`config.mk`:
```
export PLATFORM = sky130hd
export DESIGN_NAME = sar_sequencer
export DESIGN_NICKNAME = d
export VERILOG_FILES = /design/src/hdl/sar_pkg.sv /design/src/hdl/sar_bit_steer.sv /design/src/hdl/sar_sequencer.sv
export SDC_FILE = /design/constraint.sdc
export NUM_CORES = 1
export LEC_CHECK = 0
export BUFFER_PORTS_ARGS = -buffer_cell sky130_fd_sc_hd__buf_4
export CAP_MARGIN = 20
export CORE_MARGIN = 8
export CORE_UTILIZATION = 53
export CTS_CLUSTER_SIZE = 20
export DETAILED_ROUTE_END_ITERATION = 10
export PLACE_DENSITY_LB_ADDON = 0.1
export SLEW_MARGIN = 20
export SYNTH_ARGS = -nofsm -noshare
export SYNTH_HDL_FRONTEND = slang
export SYNTH_SLANG_ARGS = --single-unit
```
`constraint.sdc`:
```
create_clock -name hclk -period 3.75 [get_ports hclk]
set_input_delay 0.375 -clock hclk [delete_from_list [all_inputs] [get_ports hclk]]
set_output_delay 0.375 -clock hclk [all_outputs]
set_load 0.1 [all_outputs]
```
`src/hdl/sar_pkg.sv`:
```
// Purpose: Shared constants and types for the SAR converter sequencer.
// Assumes: One clock, hclk at 250 MHz; registers reached over AHB-Lite.
// Notes: Byte offsets are word aligned; data is 32 bits wide.
// Functional notes
// - Strobe high starts a temperature reading.
// - Diode current high when strobe low.
// - Ten-bit temperature code equals kelvin.
// - Eight-bit four kelvin; twelve-bit a quarter.
// - Example codes such as 298 K.
// - Sense pin voltage mode: two ranges, positive.
// - Resolution selectable 8, 10 or 12.
// - Results are MSB-justified.
// - Channel select picks one of 32.
// - Calibrate at power-up and after samples.
// - Discharge, acquire, ground, then decide.
// - First decision against half reference.
// - Keep or release bit, add next.
// - Conversion takes acquisition plus N+1 cycles.
// - One count is reference over 2^N.
// - Sampling indication drops when sampling ends.
package sar_pkg;
   localparam logic [7:0] ADDR_CTRL   = 8'h00;
   localparam logic [7:0] ADDR_SAMPLE = 8'h04;
   localparam logic [7:0] ADDR_RESULT = 8'h08;
   localparam logic [7:0] ADDR_STATUS = 8'h0C;
   // Control fields.
   localparam int CTRL_START_BIT  = 0;
   localparam int CTRL_RES_LSB    = 1;
   localparam int CTRL_CHAN_LSB   = 3;
   localparam int CTRL_TEMP_BIT   = 8;
   localparam int CTRL_RANGE_BIT  = 9;
   localparam int CTRL_VMODE_BIT  = 10;
   localparam int CHAN_W          = 5;
   localparam int RES_MAX         = 12;
   localparam logic [7:0]  SAMPLE_RST   = 8'h04;
   localparam logic [31:0] CTRL_RST     = 32'h0000_0002;
   // Power-up calibration counter load; calibration lasts one cycle more.
   localparam logic [7:0]  CAL_CYCLES   = 8'h10;
   localparam logic [7:0]  DCAL_CYCLES  = 8'h02;
   localparam logic [7:0]  DISCH_CYCLES = 8'h01;
   typedef enum logic [1:0] {RES_8 = 2'h0, RES_10 = 2'h1,
                             RES_12 = 2'h2} res_e;
   typedef enum logic [7:0] {
      ST_CAL    = 8'h01, ST_IDLE = 8'h02, ST_DISCH = 8'h04,
      ST_ACQ    = 8'h08, ST_GND  = 8'h10, ST_BITS  = 8'h20,
      ST_DONE   = 8'h40, ST_DCAL = 8'h80
   } sar_state_e;
   typedef struct packed {
      logic       sample;
      logic       done;
      logic       busy;
      logic [11:0] result;
   } sar_stat_s;
endpackage : sar_pkg

```
`src/hdl/sar_bit_steer.sv`:
```
// Purpose: Successive approximation trial register for up to 12 bits.
// Assumes: Comparator input valid each decision cycle.
// Notes: Trial code is MSB-justified in the 12-bit field.
`timescale 1ns/1ps
module sar_bit_steer
   import sar_pkg::*;
#(
   parameter int W = RES_MAX
)(
   input  wire logic         hclk,
   input  wire logic         hresetn,
   input  wire logic         init,
   input  wire logic         step,
   input  wire logic         comp_hi,
   output logic [W-1:0]      trial,
   output logic [W-1:0]      code
);
   logic [W-1:0] ptr_r;
   logic [W-1:0] code_r;
   logic [W-1:0] code_nxt;
   logic [W-1:0] ptr_nxt;
   // Each bit is kept when the comparator is high, else released.
   genvar g;
   generate
      for (g = 0; g < W; g++)
      begin : g_bit
         assign code_nxt[g] = ptr_r[g] ? comp_hi : code_r[g];
      end
   endgenerate
   assign ptr_nxt = ptr_r >> 1;
   assign trial   = code_r | ptr_r;
   assign code    = code_r;
   // Pointer starts at the MSB, half the reference.
   always_ff @(posedge hclk or negedge hresetn)
   begin
      if (!hresetn)
      begin
         ptr_r  <= '0;
         code_r <= '0;
      end
      else if (init)
      begin
         ptr_r  <= {1'b1, {(W-1){1'b0}}};
         code_r <= '0;
      end
      else if (step)
      begin
         ptr_r  <= ptr_nxt;
         code_r <= code_nxt;
      end
   end
endmodule : sar_bit_steer

```
`src/hdl/sar_sequencer.sv`:
```
// Purpose: Sequencer for the SAR converter and temperature channel.
// Assumes: Comparator output comp_hi is synchronous to hclk.
// Notes: AHB-Lite slave with zero wait states and OKAY answers.
//
// Chosen here: the register addresses and register access over AHB-Lite.
`timescale 1ns/1ps
module sar_sequencer
   import sar_pkg::*;
(
   input  wire logic          hclk,
   input  wire logic          hresetn,
   input  wire logic          hsel,
   input  wire logic [7:0]    haddr,
   input  wire logic [1:0]    htrans,
   input  wire logic          hwrite,
   input  wire logic [2:0]    hsize,
   input  wire logic [31:0]   hwdata,
   input  wire logic          hready,
   output logic [31:0]        hrdata,
   output logic               hreadyout,
   output logic               hresp,
   input  wire logic          temp_strobe,
   input  wire logic          conversion_request,
   input  wire logic          comp_hi,
   output logic               diode_high_current,
   output logic [4:0]         mux_select,
   output logic               cap_discharge,
   output logic               cap_connect_input,
   output logic               cap_ground,
   output logic [11:0]        dac_trial,
   output logic               sense_range_16v,
   output logic               sample_active,
   output logic [11:0]        conversion_result,
   output logic               conversion_done,
   output logic               calibrating
);
   sar_state_e  state_r;
   sar_state_e  state_nxt;
   logic [31:0] ctrl_r;
   logic [7:0]  sample_r;
   logic [7:0]  cnt_r;
   logic [7:0]  cnt_nxt;
   logic [3:0]  bits_r;
   logic [11:0] result_r;
   logic        done_r;
   logic        strobe_seen_r;
   logic        start_pend_r;
   logic        wr_pend_r;
   logic        rd_pend_r;
   logic [7:0]  addr_r;
   logic [11:0] trial;
   logic [11:0] code;
   logic [11:0] code_mask;
   logic [11:0] code_after;
   logic [11:0] trial_next;
   logic [3:0]  nbits;
   logic        addr_ok;
   logic        start_req;
   logic        strobe_rise;
   logic        bit_init;
   logic        bit_step;
   logic        cnt_zero;
   logic [31:0] rdata_nxt;
   logic        hit_ctrl;
   logic        hit_sample;
   logic        hit_result;
   logic        hit_status;
   res_e        res_sel;

   // Bus address phase decode.
   assign addr_ok    = hsel & htrans[1] & hready;
   assign hit_ctrl   = addr_r == ADDR_CTRL;
   assign hit_sample = addr_r == ADDR_SAMPLE;
   assign hit_result = addr_r == ADDR_RESULT;
   assign hit_status = addr_r == ADDR_STATUS;

   // Resolution select and bit count; 12 when undefined.
   assign res_sel = res_e'(ctrl_r[CTRL_RES_LSB +: 2]);
   assign nbits   = (res_sel == RES_8)  ? 4'h8 :
                    (res_sel == RES_10) ? 4'hA : 4'hC;
   // Bits below the selected resolution read as zero.
   // In ten-bit mode the kept field reads one count per kelvin.
   assign code_mask = (res_sel == RES_8)  ? 12'hFF0 :
                      (res_sel == RES_10) ? 12'hFFC : 12'hFFF;

   // Code once the current decision is applied: the trial bit is kept
   // when the comparator is high, else the bit is released.
   assign code_after = comp_hi ? trial : code;
   // Trial the converter sees next, so the registered trial output and
   // the comparator answer always belong to the same decision cycle.
   assign trial_next = bit_init ? {1'b1, {(RES_MAX-1){1'b0}}} :
                       bit_step ? (code_after | ((trial ^ code) >> 1)) :
                       trial;

   // A start comes from software, the request pin or a strobe rise.
   assign strobe_rise = temp_strobe & ~strobe_seen_r;
   assign start_req   = start_pend_r | conversion_request | strobe_rise;
   assign cnt_zero    = cnt_r == 8'h00;
   assign bit_init    = (state_r == ST_GND);
   assign bit_step    = (state_r == ST_BITS) & (bits_r != 4'h0);

   sar_bit_steer #(
      .W (RES_MAX)
   ) u_steer (
      .hclk    (hclk),
      .hresetn (hresetn),
      .init    (bit_init),
      .step    (bit_step),
      .comp_hi (comp_hi),
      .trial   (trial),
      .code    (code)
   );

   // Conversion state machine.
   always_comb
   begin
      state_nxt = state_r;
      cnt_nxt   = cnt_zero ? 8'h00 : cnt_r - 8'h01;
      case (state_r)
         ST_CAL:
            if (cnt_zero)
               state_nxt = ST_IDLE;
         ST_IDLE:
            if (start_req)
            begin
               state_nxt = ST_DISCH;
               cnt_nxt   = DISCH_CYCLES - 8'h01;
            end
         ST_DISCH:
            if (cnt_zero)
            begin
               state_nxt = ST_ACQ;
               cnt_nxt   = sample_r - 8'h01;
            end
         ST_ACQ:
            if (cnt_zero)
               state_nxt = ST_GND;
         ST_GND:
            state_nxt = ST_BITS;
         ST_BITS:
            if (bits_r == 4'h0)
               state_nxt = ST_DONE;
         ST_DONE:
         begin
            state_nxt = ST_DCAL;
            cnt_nxt   = DCAL_CYCLES - 8'h01;
         end
         ST_DCAL:
            if (cnt_zero)
               state_nxt = ST_IDLE;
         default:
            state_nxt = ST_IDLE;
      endcase
   end

   // State, counters and bit count.
   always_ff @(posedge hclk or negedge hresetn)
   begin
      if (!hresetn)
      begin
         state_r <= ST_CAL;
         cnt_r   <= CAL_CYCLES;
         bits_r  <= 4'h0;
      end
      else
      begin
         state_r <= state_nxt;
         cnt_r   <= cnt_nxt;
         if (state_r == ST_GND)
            bits_r <= nbits - 4'h1;
         else if (bit_step)
            bits_r <= bits_r - 4'h1;
      end
   end

   // Result capture and one-cycle done pulse after the LSB.
   always_ff @(posedge hclk or negedge hresetn)
   begin
      if (!hresetn)
      begin
         result_r <= 12'h000;
         done_r   <= 1'b0;
      end
      else
      begin
         done_r <= (state_r == ST_BITS) & (bits_r == 4'h0);
         if ((state_r == ST_BITS) & (bits_r == 4'h0))
            result_r <= code_after & code_mask;
      end
   end

   // Strobe edge memory and pending software start.
   always_ff @(posedge hclk or negedge hresetn)
   begin
      if (!hresetn)
      begin
         strobe_seen_r <= 1'b0;
         start_pend_r  <= 1'b0;
      end
      else
      begin
         strobe_seen_r <= temp_strobe;
         if (wr_pend_r & hit_ctrl & hwdata[CTRL_START_BIT])
            start_pend_r <= 1'b1;
         else if (state_r == ST_IDLE)
            start_pend_r <= 1'b0;
      end
   end

   // Bus data phase tracking.
   always_ff @(posedge hclk or negedge hresetn)
   begin
      if (!hresetn)
      begin
         wr_pend_r <= 1'b0;
         rd_pend_r <= 1'b0;
         addr_r    <= 8'h00;
      end
      else
      begin
         wr_pend_r <= addr_ok & hwrite;
         rd_pend_r <= addr_ok & ~hwrite;
         if (addr_ok)
            addr_r <= {haddr[7:2], 2'b00};
      end
   end

   // Control and sample time registers.
   always_ff @(posedge hclk or negedge hresetn)
   begin
      if (!hresetn)
      begin
         ctrl_r   <= CTRL_RST;
         sample_r <= SAMPLE_RST;
      end
      else if (wr_pend_r)
      begin
         if (hit_ctrl)
            ctrl_r <= {21'h0, hwdata[10:1], 1'b0};
         if (hit_sample)
            sample_r <= (hwdata[7:0] == 8'h00) ? 8'h01 : hwdata[7:0];
      end
   end

   // Read mux; unmapped offsets read zero.
   always_comb
   begin
      rdata_nxt = 32'h0000_0000;
      if (hit_ctrl)
         rdata_nxt = ctrl_r;
      else if (hit_sample)
         rdata_nxt = {24'h0, sample_r};
      else if (hit_result)
         rdata_nxt = {20'h0, result_r};
      else if (hit_status)
         rdata_nxt = {16'h0, state_r == ST_CAL, sample_active,
                      state_r != ST_IDLE, 1'b0, result_r};
   end

   assign hrdata    = rd_pend_r ? rdata_nxt : 32'h0000_0000;
   assign hreadyout = 1'b1;
   assign hresp     = 1'b0;

   // Analog control outputs, all registered.
   always_ff @(posedge hclk or negedge hresetn)
   begin
      if (!hresetn)
      begin
         diode_high_current <= 1'b1;
         mux_select         <= 5'h00;
         cap_discharge      <= 1'b0;
         cap_connect_input  <= 1'b0;
         cap_ground         <= 1'b0;
         dac_trial          <= 12'h000;
         sense_range_16v    <= 1'b0;
         sample_active      <= 1'b0;
         calibrating        <= 1'b1;
      end
      else
      begin
         diode_high_current <= ~temp_strobe;
         mux_select         <= ctrl_r[CTRL_CHAN_LSB +: CHAN_W];
         cap_discharge      <= state_nxt == ST_DISCH;
         cap_connect_input  <= state_nxt == ST_ACQ;
         cap_ground         <= state_nxt == ST_GND;
         dac_trial          <= trial_next;
         sense_range_16v    <= ctrl_r[CTRL_VMODE_BIT]
                               & ctrl_r[CTRL_RANGE_BIT];
         sample_active      <= state_nxt == ST_ACQ;
         calibrating        <= (state_nxt == ST_CAL)
                               | (state_nxt == ST_DCAL);
      end
   end

   assign conversion_result = result_r;
   assign conversion_done   = done_r;
endmodule : sar_sequencer

```
# After elaboration in Yosys (flattened, before gate mapping)
# Cells that the tools add are included.
# totals
register_bits	108
word_cells	153
# classes
n_addsub	4
n_eq_ne	18
n_mux	43
n_reduce_logical	35
n_bitwise	20
# ops
op	n
$mux 12	7
$mux 8	9
$mux 16	4
$pmux 8 s7	1
$mux 32	1
$reduce_and 2->1	14
$reduce_bool 2->1	14
$logic_not 8->1	3
$pmux 8 s3	1
$eq 8x1->1 const B	2
$eq 8x3->1 const B	2
$eq 8x4->1 const B	2
$eq 8x5->1 const B	2
$eq 8x8->1 const B	2
$sub 8x1->8 const B	2
$mux 1	14
$and 12x12->12	1
$eq 6x2->1 const B	2
$mux 4	3
$or 12x11->12	1
$or 12x12->12	1
$xor 12x12->12	1
$and 1x1->1	10
$eq 8x2->1 const B	1
other kinds (14)	20

# Longest topological paths before layout
# Gate-level depths: netlist of the first run.
# depth
word_depth	7
depth_mapped	8
depth_no_buf	7

# Hierarchy
# From an unflattened synthesis of the first run, not the netlist that was laid out.
# unflattened
hier_cells	550
area_unflattened_um2	5536.6
# modules_own_cells
module	area_each_um2	n_inst	seq_area_each_um2	cells_per_inst
sar_sequencer	4445.5	1	2109.5	448
sar_bit_steer	1091.0	1	600.6	102

# Worst setup path after synthesis of the first run
# Ideal clock, no wire load.
# synth_timing
kind	register to output
startpoint	reg result_r[1], in the netlist conversion_result[1]
endpoint	out hrdata[1]
n_path_buf	0
path_slack_ps	195
t_arrival_ps	3180
stages_incl_launch_ff	3
required_time_ps	3375
cell_sequence	dfrtp_1 -> a21oi_1 -> nor3_1
# synth_via
elab_chain_len	5
# synth_lines
item	line	rtl
start, declared	sar_sequencer.sv:44	logic [11:0] result_r;
start signal, assigned	sar_sequencer.sv:188	result_r <= code_after & code_mask;
$mux 16	sar_sequencer.sv:255	else if (hit_status)
$mux 16 (*)	sar_sequencer.sv:253	else if (hit_result)
$mux 16 (*)	sar_sequencer.sv:251	else if (hit_sample)
$mux 16 (*)	sar_sequencer.sv:249	if (hit_ctrl)
$mux 32 (*)	sar_sequencer.sv:260	assign hrdata = rd_pend_r ? rdata_nxt : 32'h0000_0000;
end, declared	sar_sequencer.sv:19	output logic [31:0] hrdata,
# Every way passes the cells marked *; elsewhere a longest branch is shown, timed or not.

# Worst setup path after layout of the first run
# layout_timing
startpoint	reg state_r[5]
endpoint	out hrdata[13]
# layout_via
elab_chain_len	6
# layout_lines
item	line	rtl
start, declared	sar_sequencer.sv:37	sar_state_e state_r;
start signal, assigned	sar_sequencer.sv:167	state_r <= state_nxt;
$ne 8x2->1	sar_sequencer.sv:257	state_r != ST_IDLE, 1'b0, result_r};
$mux 16	sar_sequencer.sv:255	
$mux 16	sar_sequencer.sv:253	
$mux 16	sar_sequencer.sv:251	
$mux 16	sar_sequencer.sv:249	
$mux 32	sar_sequencer.sv:260	
# Every way passes these cells.

==> flow_metrics.py, run 1 <==
metrics = {
    "run_status": {
        "run_status": "finished, final reports clean",
    },
    "synthesis": {
        "synth_xor_area_frac": 0.02361,
        "async_flop_share": 1.000,
        "synthCells": 519,
        "netlist_area_sq_um": 5194,
        "yosysWarnings": 0,
        "synth_seq_cells": 108,
        "synth_top_family_by_area": "simple AND/OR/NAND/NOR gates",
        "yosys.area_share.simple": 0.1874,
        "synth_ff_type": "dfrtp_1",
        "synth_mux_area_frac": 0.05974,
        "syn_area_per_cell_sq_um": 10.01,
        "synth_adder_area_share": 0.009636,
        "synth.yosys.seq_area_share": 0.5218,
        "synth_compound_area_frac": 0.1306,
        "synth_edf_count": 0,
        "synth.distinct_cells": 55,
    },
    "floorplanning": {
        "rows": 36,
        "die_x_um": 115.0,
        "start_util": 0.5388,
        "die_y_um": 115.0,
        "core_sq_um": 9639,
        "num_io_pins": 124,
        "die_area_sq_um": 13220,
    },
    "pwr": {
        "peakVddDrop_mv": 0.2370,
        "powerDensity_nw_per_um2": 525.3,
        "leakagePower_nw": 2.925,
    },
    "sta": {
        "slew-limit-headroom": 0.3498,
        "fmax_mhz": 369.0,
        "rsz0062_at_grt": "no",
        "hold_ws_ns": 0.02029,
        "slew_viol_final": 0,
        "tightestPinTransition_ns": 0.9708,
        "finalHoldViolations": 0,
        "fin_crit_ns": 2.710,
        "worst_clock_skew_ns": 0.01462,
        "finalCritPeriodShare": 0.7226,
        "finalSetupTns_ns": 0,
        "report.final.setup_viol": 0,
    },
    "worst_hold_path": {
        "hp-class": "in -> async",
    },
    "placement": {
        "io_buffers": 77,
        "hpwl_um": 8617,
        "place_congestion": 0.8405,
        "post_dp_cell_area_sq_um": 5777,
        "dp.cells": 707,
    },
    "final_layout": {
        "n_antenna_cell": 0,
        "drive_above_1_share": 0.1983,
        "layout.nets": 642,
        "finalNonFillerCells": 723,
        "syn2layout_area_growth_pct": 15.23,
        "utilization": 0.6208,
        "design_area_sq_um": 5984,
    },
    "critical_path": {
        "cp.depth": 5,
        "worstSetupPathType": "reg -> out",
        "reg2regPathDepth": 5,
        "end_kind": "primary output",
        "worstSetupStartpointType": "flop",
        "path_buf_inv": 1,
        "slowest_stage": "nor4_1",
        "timing.rr.end": "u_steer.code[2]",
        "crit_fanout": 8,
        "cpLargestDelayFamily": "simple AND/OR/NAND/NOR gates",
        "crit_required_ns": 3.38,
        "rrSetupSlack_ns": 1.39,
        "arrival_ns": 2.33,
        "critPathMaxStageDelay_ns": 0.62,
        "rr_startpoint": "state_r[7]",
        "path_cells": "nor4_1 -> and2_1 -> nand3b_1 -> nor2b_1 -> buf_4",
    },
    "global_routing": {
        "grt_pass1_wl_um": 19490,
        "grt_pass1_vias": 3823,
        "grtUsageTotal": 0.1853,
        "antenna_found_initial": 0,
        "grt_overflow": 0,
        "grt_start_max_net_pins": 53,
    },
    "clock_network": {
        "cts.path.max_buffers": 2,
        "ctsResizeCount": 0,
        "tritoncts": "yes",
        "insertion_delay_ns": 0.37,
        "cts.sinks": 108,
        "numCtsBuffers": 9,
        "hold_buffers": 0,
        "post_cts_buffers": 0,
        "cts-root-buf": "clkbuf_8",
        "htreeDepth": 3,
        "path_clk_slew_ns": 0.10,
    },
    "job": {
        "maxCapViolations": 0,
    },
    "routing": {
        "viasPerCell": 5.438,
        "post_drt_wl_per_cell_um": 16.33,
        "final_antenna_net_count": 0,
        "drt_first_pass_iters": 4,
        "drc": 0,
        "vias": 3932,
        "wirelength_um": 11810,
        "drtIter0Drc": 184,
    },
}
## layer usage
| layer | global-route usage | vias up | wire (um) |
|---|---|---|---|
| li1 | - | 1910 | - |
| met1 | 0.2512 | 1884 | 5210 |
| met2 | 0.2911 | 119 | 5664 |
| met3 | 0.03046 | 19 | 687 |
| met4 | 0.07268 | 0 | 244 |
| met5 | 0 | - | 0 |
## cells in the final DEF, fill, tap and decap left out, drive strengths merged, types with 5 or more instances in the layout
master and instances:
nor2 32, or4 5, nand3 9, buf 81, and2 7, nor4 9
a22o 9, nand3b 9, a21o 7, conb 19, a21oi 31, mux2 16
nor3 14, nand4 8, clkbuf 10, o211ai 5, nand2 70, nor2b 10
mux2i 13, dfrtp 102, o22ai 7, inv 25, dfstp 6, xnor2 11
o21ai 25
## stage by stage
stage	setup WS (ns)	total power, mW
floorplan	0.1945	2.214
global placement	1.393	2.410
detailed placement	1.402	2.434
CTS	1.014	3.168
global route	0.8673	3.318
finish	1.040	3.144
## worst reg2reg max path, delay by kind of cell (launching register included)
family                 cells  cell delay, ns
AND/OR/NAND/NOR            3            1.30
flip-flops                 1            0.48
buffers and inverters      1            0.33
multiplexers               1            0.19
## registers in the layout, indices dropped and copies added (netlist names), 4 cells and up
register,cells
conversion_result,12
dac_trial,12
u_steer.code,12
u_steer.ptr_r,12
ctrl_r,10
cnt_r,8
sample_r,8
state_r,8
addr_r,6
mux_select,5
bits_r,4
## layout make-up
type	instances	area (sq um)
Clock buffer	10	137.6
Clock inverter	6	70.07
Fill cell	858	3655
Inverter	23	86.33
Multi-Input combinational cell	362	2206
Sequential cell	108	2710
Tap cell	133	166.4
Timing Repair Buffer	81	608.1
## cell families after synthesis
family / after synthesis
AND/OR/NAND/NOR: 190
flip-flops: 108
AO/OA/AOI/OAI: 106
buffers and inverters: 66
multiplexers: 29
XOR/XNOR: 14
adder cells (fa/ha/maj): 4
other: 2
## cells in the mapped netlist (3+ instances only)
master    instances  area share
a21o_1            7       0.010
a21oi_1          31       0.030
a22o_1            9       0.015
a22oi_1           4      0.0058
and2_1            7      0.0084
and3_1            4      0.0048
buf_2             6      0.0058
buf_4            21       0.030
clkbuf_1         13      0.0094
dfrtp_1         102        0.49
dfstp_2           6       0.030
ha_1              4      0.0096
inv_1            23       0.017
mux2_1            9       0.020
mux2_2            7       0.015
mux2i_1          13       0.025
nand2_1          70       0.051
nand2b_1          3      0.0036
nand3_1           9      0.0087
nand3b_1          9       0.013
nand4_1           8      0.0096
nor2_1           31       0.022
nor2b_1          10       0.012
nor3_1           12       0.012
nor3b_1           4      0.0058
nor4_1            8      0.0096
o211ai_1          5      0.0072
o21ai_0          25       0.024
o22ai_1           7      0.0084
o31ai_1           3      0.0043
or4_1             4      0.0058
xnor2_1          11       0.019
xor2_1            3      0.0051
## worst max path at each step
stage	slack, ns	start	to
detailed placement	1.40	state_r[7]	u_steer.code[2]
CTS	1.01	state_r[5]	hrdata[13]
finish	1.04	state_r[5]	hrdata[13]
global route	0.87	state_r[5]	hrdata[13]
global placement	1.39	state_r[7]	dac_trial[6]
floorplan	0.19	conversion_result[1]	hrdata[1]
## power breakdown
group / total, mW / switching [mW] / internal (mW)
Combinational: 0.978 / 0.660 / 0.318
Sequential: 1.43 / 0.137 / 1.30
Clock: 0.732 / 0.400 / 0.332
Note: power is estimated with default switching activity, not from simulation.
==> run 2, diff against run 1 <==
==> constraint.sdc (replaced) <==
create_clock -name hclk -period 2.8 [get_ports hclk]
set_input_delay 0.28 -clock hclk [delete_from_list [all_inputs] [get_ports hclk]]
set_output_delay 0.28 -clock hclk [all_outputs]
set_load 0.1 [all_outputs]
==> run 2 against run 1 <==
Sequential power grew 34%. Wire length grew 4.4%. Non-clock buffer count grew 9. Setup slack lost 0.85 ns. Register-to-register slack lost 0.91 ns. Clock skew shrank 0.0064 ns. Hold slack gained 0.034 ns. Global-route usage grew 0.95 points. Sequential share of layout area shrank 0.62 points. Critical path depth is the same. Combinational power grew 41%. Clock power grew 16%. Critical path type unchanged. Largest power group unchanged.
==> flow_metrics.py, run 2 (synthesis gave the netlist of run 1 again) <==
metrics = {
    "critical_path": {
        "arrival_ns": 2.33,
        "crit_fanout": 8,
        "path_cells": "or4_4 -> or3_1 -> nor2_1 -> nor3_2 -> buf_4",
        "end_kind": "primary output",
        "crit_required_ns": 2.52,
        "slowest_stage": "or4_4",
        "worstSetupStartpointType": "flop",
        "worstSetupPathType": "reg -> out",
        "critPathMaxStageDelay_ns": 0.55,
    },
    "sta": {
        "slew_viol_final": 0,
        "worst_clock_skew_ns": 0.008218,
        "report.final.setup_viol": 0,
        "hold_ws_ns": 0.05465,
        "slew-limit-headroom": 0.4521,
        "finalHoldViolations": 0,
        "finalSetupTns_ns": 0,
        "rsz0062_at_grt": "no",
        "fmax_mhz": 383.3,
        "finalCritPeriodShare": 0.9319,
        "tightestPinTransition_ns": 0.8173,
        "fin_crit_ns": 2.609,
    },
    "floorplanning": {
        "core_sq_um": 9639,
        "die_area_sq_um": 13220,
        "num_io_pins": 124,
        "die_y_um": 115.0,
        "start_util": 0.5388,
        "die_x_um": 115.0,
        "rows": 36,
    },
    "final_layout": {
        "final_common_cell": "dfrtp_1",
        "layout_common_cells": "102 x dfrtp_1, 87 x buf_4, 70 x nand2_1",
        "drive_above_1_share": 0.2154,
        "syn2layout_area_growth_pct": 16.82,
        "n_antenna_cell": 0,
        "layout.nets": 651,
    },
    "global_routing": {
        "grt_overflow": 0,
        "grt_pass1_wl_um": 20220,
        "grtUsageTotal": 0.1948,
        "antenna_found_initial": 0,
        "grt_pass1_vias": 4071,
        "grt_start_max_net_pins": 63,
    },
    "pwr": {
        "powerDensity_nw_per_um2": 682.4,
        "peakVddDrop_mv": 0.3659,
        "leakagePower_nw": 2.960,
    },
    "clock_network": {
        "tritoncts": "yes",
        "insertion_delay_ns": 0.38,
        "path_clk_slew_ns": 0.09,
        "cts.path.max_buffers": 2,
        "ctsResizeCount": 0,
        "htreeDepth": 3,
        "numCtsBuffers": 9,
        "cts-root-buf": "clkbuf_8",
        "cts.sinks": 108,
    },
    "routing": {
        "drtIter0Drc": 246,
        "post_drt_wl_per_cell_um": 16.83,
        "wirelength_um": 12320,
        "final_antenna_net_count": 0,
        "drc": 0,
        "vias": 4024,
        "drt_first_pass_iters": 4,
        "viasPerCell": 5.497,
    },
    "job": {
        "maxCapViolations": 0,
    },
    "placement": {
        "place_congestion": 0.8522,
        "io_buffers": 77,
        "hpwl_um": 9002,
    },
    "run_status": {
        "run_status": "finished, final reports clean",
    },
    "worst_hold_path": {
        "hp-class": "in -> reg",
    },
}
run 2: final cells by class:
cell class	instances	area, sq um
tap	133	166.4
clock buffer	12	145.1
timing repair buffer	90	693.2
inverter	23	86.33
multi-input combinational	362	2241
sequential	108	2710
fill	851	3572
clock inverter	4	25.02
run 2: worst max-delay path: cells and delay by family, from the launching register on:
kind                   cells  cell delay [ns]
AND/OR/NAND/NOR            4             1.27
flip-flops                 1             0.41
buffers and inverters      1             0.26
run 2: worst paths after layout:
path,start,cells after the start,end,slack [ns]
worst min-delay path,hwrite,2,rd_pend_r,0.05
worst max register to register,addr_r[5],4,ctrl_r[7],0.48
worst min register to register,ctrl_r[4],0,mux_select[1],0.40
max in group asynchronous,hresetn,3,conversion_result[9],1.53
worst max-delay path,addr_r[5],5,hrdata[1],0.19
min in group asynchronous,hresetn,2,state_r[7],0.55
run 2: power breakdown:
part,internal (mW),total (mW),switching [mW]
sequential,1.74,1.91,0.176
clock,0.345,0.851,0.506
combinational,0.461,1.38,0.914
run 2: stage by stage:
stage / util / setup slack [ns] / instance area, sq um / cells / total power [mW]
floorplan: - / 0.01125 / 5293 / 536 / 2.970
global placement: 0.6097 / 0.5230 / 5877 / 714 / 3.271
detailed placement: 0.6097 / 0.4900 / 5877 / 714 / 3.305
CTS: 0.6294 / 0.1684 / 6067 / 732 / 4.169
global route: 0.6294 / 0.1123 / 6067 / 732 / 4.362
finish: 0.6294 / 0.1908 / 6067 / 732 / 4.140
run 2: repair_timing:
item / 4_1_cts / 5_1_grt
endpoints found under the setup margin: 0 / 0
endpoints found under the hold margin: 28 / 0
buffers inserted: 0 / 0
hold buffers: 2 / 0
run 2: layer usage:
layer / up-vias / track usage / routed length, um
met5: - / 0 / 0
met4: 0 / 0.08406 / 273
met1: 1999 / 0.2451 / 5368
li1: 1923 / - / -
met2: 79 / 0.3122 / 5998
met3: 23 / 0.04884 / 680
==> run 3, diff against run 2 <==
--- a/config.mk
+++ b/config.mk
@@ -5,14 +5,13 @@
 export SDC_FILE = /design/constraint.sdc
 export NUM_CORES = 1
 export LEC_CHECK = 0
-export BUFFER_PORTS_ARGS = -buffer_cell sky130_fd_sc_hd__buf_4
 export CAP_MARGIN = 20
 export CORE_MARGIN = 8
 export CORE_UTILIZATION = 53
 export CTS_CLUSTER_SIZE = 20
 export DETAILED_ROUTE_END_ITERATION = 10
+export DONT_BUFFER_PORTS = 1
 export PLACE_DENSITY_LB_ADDON = 0.1
-export SLEW_MARGIN = 20
 export SYNTH_ARGS = -nofsm -noshare
 export SYNTH_HDL_FRONTEND = slang
 export SYNTH_SLANG_ARGS = --single-unit
==> run 3 against run 2 <==
Sequential share of layout area rose by 1.6 points. Critical path type unchanged. Critical path depth did not move. Clock-buffer cell count fell by 1. Register-to-register slack improved by 0.03 ns. Non-clock buffer count fell by 44. Largest power group unchanged. Utilization fell by 2.1 points.
==> flow_metrics.py, run 3 (synthesis gave the netlist of run 1 again) <==
metrics = {
    "sta": {
        "tightestPinTransition_ns": 0.8849,
        "fmax_mhz": 382.4,
        "slew-limit-headroom": 0.4104,
        "hold_ws_ns": 0.02617,
        "finalSetupTns_ns": 0,
        "report.final.setup_viol": 0,
        "rsz0062_at_grt": "no",
        "slew_viol_final": 0,
        "fin_crit_ns": 2.615,
        "finalCritPeriodShare": 0.9339,
        "setup_ws_ns": 0.1850,
        "worst_clock_skew_ns": 0.008666,
        "finalHoldViolations": 0,
    },
    "clock_network": {
        "htreeDepth": 3,
        "cts.path.max_buffers": 2,
        "cts-root-buf": "clkbuf_8",
        "post_cts_buffers": 0,
        "cts.sinks": 108,
        "path_clk_slew_ns": 0.10,
        "insertion_delay_ns": 0.38,
        "tritoncts": "yes",
        "numCtsBuffers": 9,
    },
    "worst_hold_path": {
        "holdPathStages": 2,
        "hp-class": "in -> reg",
        "min_from": "hwdata[1]",
        "min_to": "sample_r[1]",
    },
    "final_layout": {
        "design_area_sq_um": 5861,
        "drive_above_1_share": 0.1622,
        "n_antenna_cell": 0,
        "fillers": 828,
        "seq_area_sq_um": 2711,
        "layout_common_cells": "101 x dfrtp_1, 70 x nand2_1, 38 x buf_4",
        "syn2layout_area_growth_pct": 12.84,
        "multi_input_area_sq_um": 2302,
        "final_common_cell": "dfrtp_1",
        "layout.nets": 607,
        "utilization": 0.6080,
    },
    "global_routing": {
        "grt_busiest_layer": "met2",
        "grt_pass1_vias": 3754,
        "grtUsageTotal": 0.1874,
        "antenna_found_initial": 0,
        "grt_start_max_net_pins": 109,
        "use_met2": 0.2915,
        "grt_pass1_wl_um": 19290,
        "met1_usage": 0.2406,
        "use_met3": 0.05987,
        "grt_overflow": 0,
    },
    "routing": {
        "drt_first_pass_iters": 4,
        "post_drt_wl_per_cell_um": 17.37,
        "viasPerCell": 5.578,
        "wirelength_um": 11950,
        "drc": 0,
        "drtIter0Drc": 315,
        "vias": 3838,
        "final_antenna_net_count": 0,
    },
    "critical_path": {
        "startpoint": "addr_r[5]",
        "end_kind": "primary output",
        "reg2regPathDepth": 4,
        "crit_fanout": 8,
        "arrival_ns": 2.33,
        "crit_required_ns": 2.52,
        "worstSetupStartpointType": "flop",
        "rr_startpoint": "addr_r[5]",
        "timing.rr.end": "ctrl_r[4]",
        "worstSetupPathType": "reg -> out",
        "rrSetupSlack_ns": 0.51,
    },
    "pwr": {
        "powerDensity_nw_per_um2": 718.6,
        "peakVddDrop_mv": 0.3606,
        "leakagePower_nw": 2.771,
    },
    "placement": {
        "post_dp_cell_area_sq_um": 5552,
        "place_ws_ns": 0.4958,
        "place_congestion": 0.8193,
        "io_buffers": 0,
        "hpwl_um": 8502,
    },
    "floorplanning": {
        "rows": 36,
        "die_y_um": 115.0,
        "die_x_um": 115.0,
        "die_area_sq_um": 13220,
        "core_sq_um": 9639,
        "start_util": 0.5388,
        "num_io_pins": 124,
    },
    "run_status": {
        "run_status": "finished, final reports clean",
    },
    "job": {
        "maxCapViolations": 0,
    },
}
[run 3: cell count changes in the layout (fill, tap and decap cells not counted), moves of 2 or more]
cell,before,now
buf_4,87,38
clkbuf_1,2,0
clkinv_4,0,2
dlygate4sd3_1,2,7
nor2_1,31,25
nor2_2,0,6
nor3_2,9,2
nor3_4,0,7
[run 3: final cells by class]
class                           count  area share
Clock buffer                       11     0.02583
Clock inverter                      5     0.01025
Inverter                           23     0.01473
Multi-Input combinational cell    362      0.3928
Sequential cell                   108      0.4626
Tap cell                          133     0.02839
Timing Repair Buffer               46     0.06533
[run 3: worst max path at each step]
| stage | to | cells after the start | slack (ns) |
|---|---|---|---|
| 6_report | hrdata[1] | 5 | 0.19 |
| 5_1_grt | hrdata[4] | 5 | 0.06 |
| 4_1_cts | hrdata[1] | 5 | 0.15 |
| 3_5_place_dp | ctrl_r[7] | 4 | 0.50 |
| 3_3_place_gp | ctrl_r[8] | 4 | 0.53 |
| 2_1_floorplan | hrdata[13] | 5 | 0.01 |
[run 3: worst max-delay path: stages (launching register included)]
cell	delay, ns
dfrtp_1	0.40
or4_4	0.55
or3_1	0.49
nor2_1	0.23
nor3_4	0.05
buf_4	0.24
[run 3: what timing repair did]
item | CTS | global route
gates resized for setup | 0 | 0
hold buffers | 8 | 0
hold endpoints to repair | 116 | 0
[run 3: routing by layer]
metal	up-vias	share of wire
met5	-	0
met4	0	0.019
met3	20	0.074
met2	104	0.47
met1	1876	0.44
li1	1838	-
[run 3: stage by stage]
stage / cells / power (mW)
final: 688 / 4.211
after global routing: 688 / 4.432
after CTS: 688 / 4.247
after detailed placement: 664 / 3.202
after global placement: 664 / 3.173
after floorplan: 536 / 2.970
[run 3: report_power, final]
group          leakage (nW)  internal, mW  switching [mW]
Combinational          1.37         0.410           0.696
Sequential             1.29          1.73           0.382
Clock                 0.106         0.464           0.525
Total                  2.77          2.61            1.60
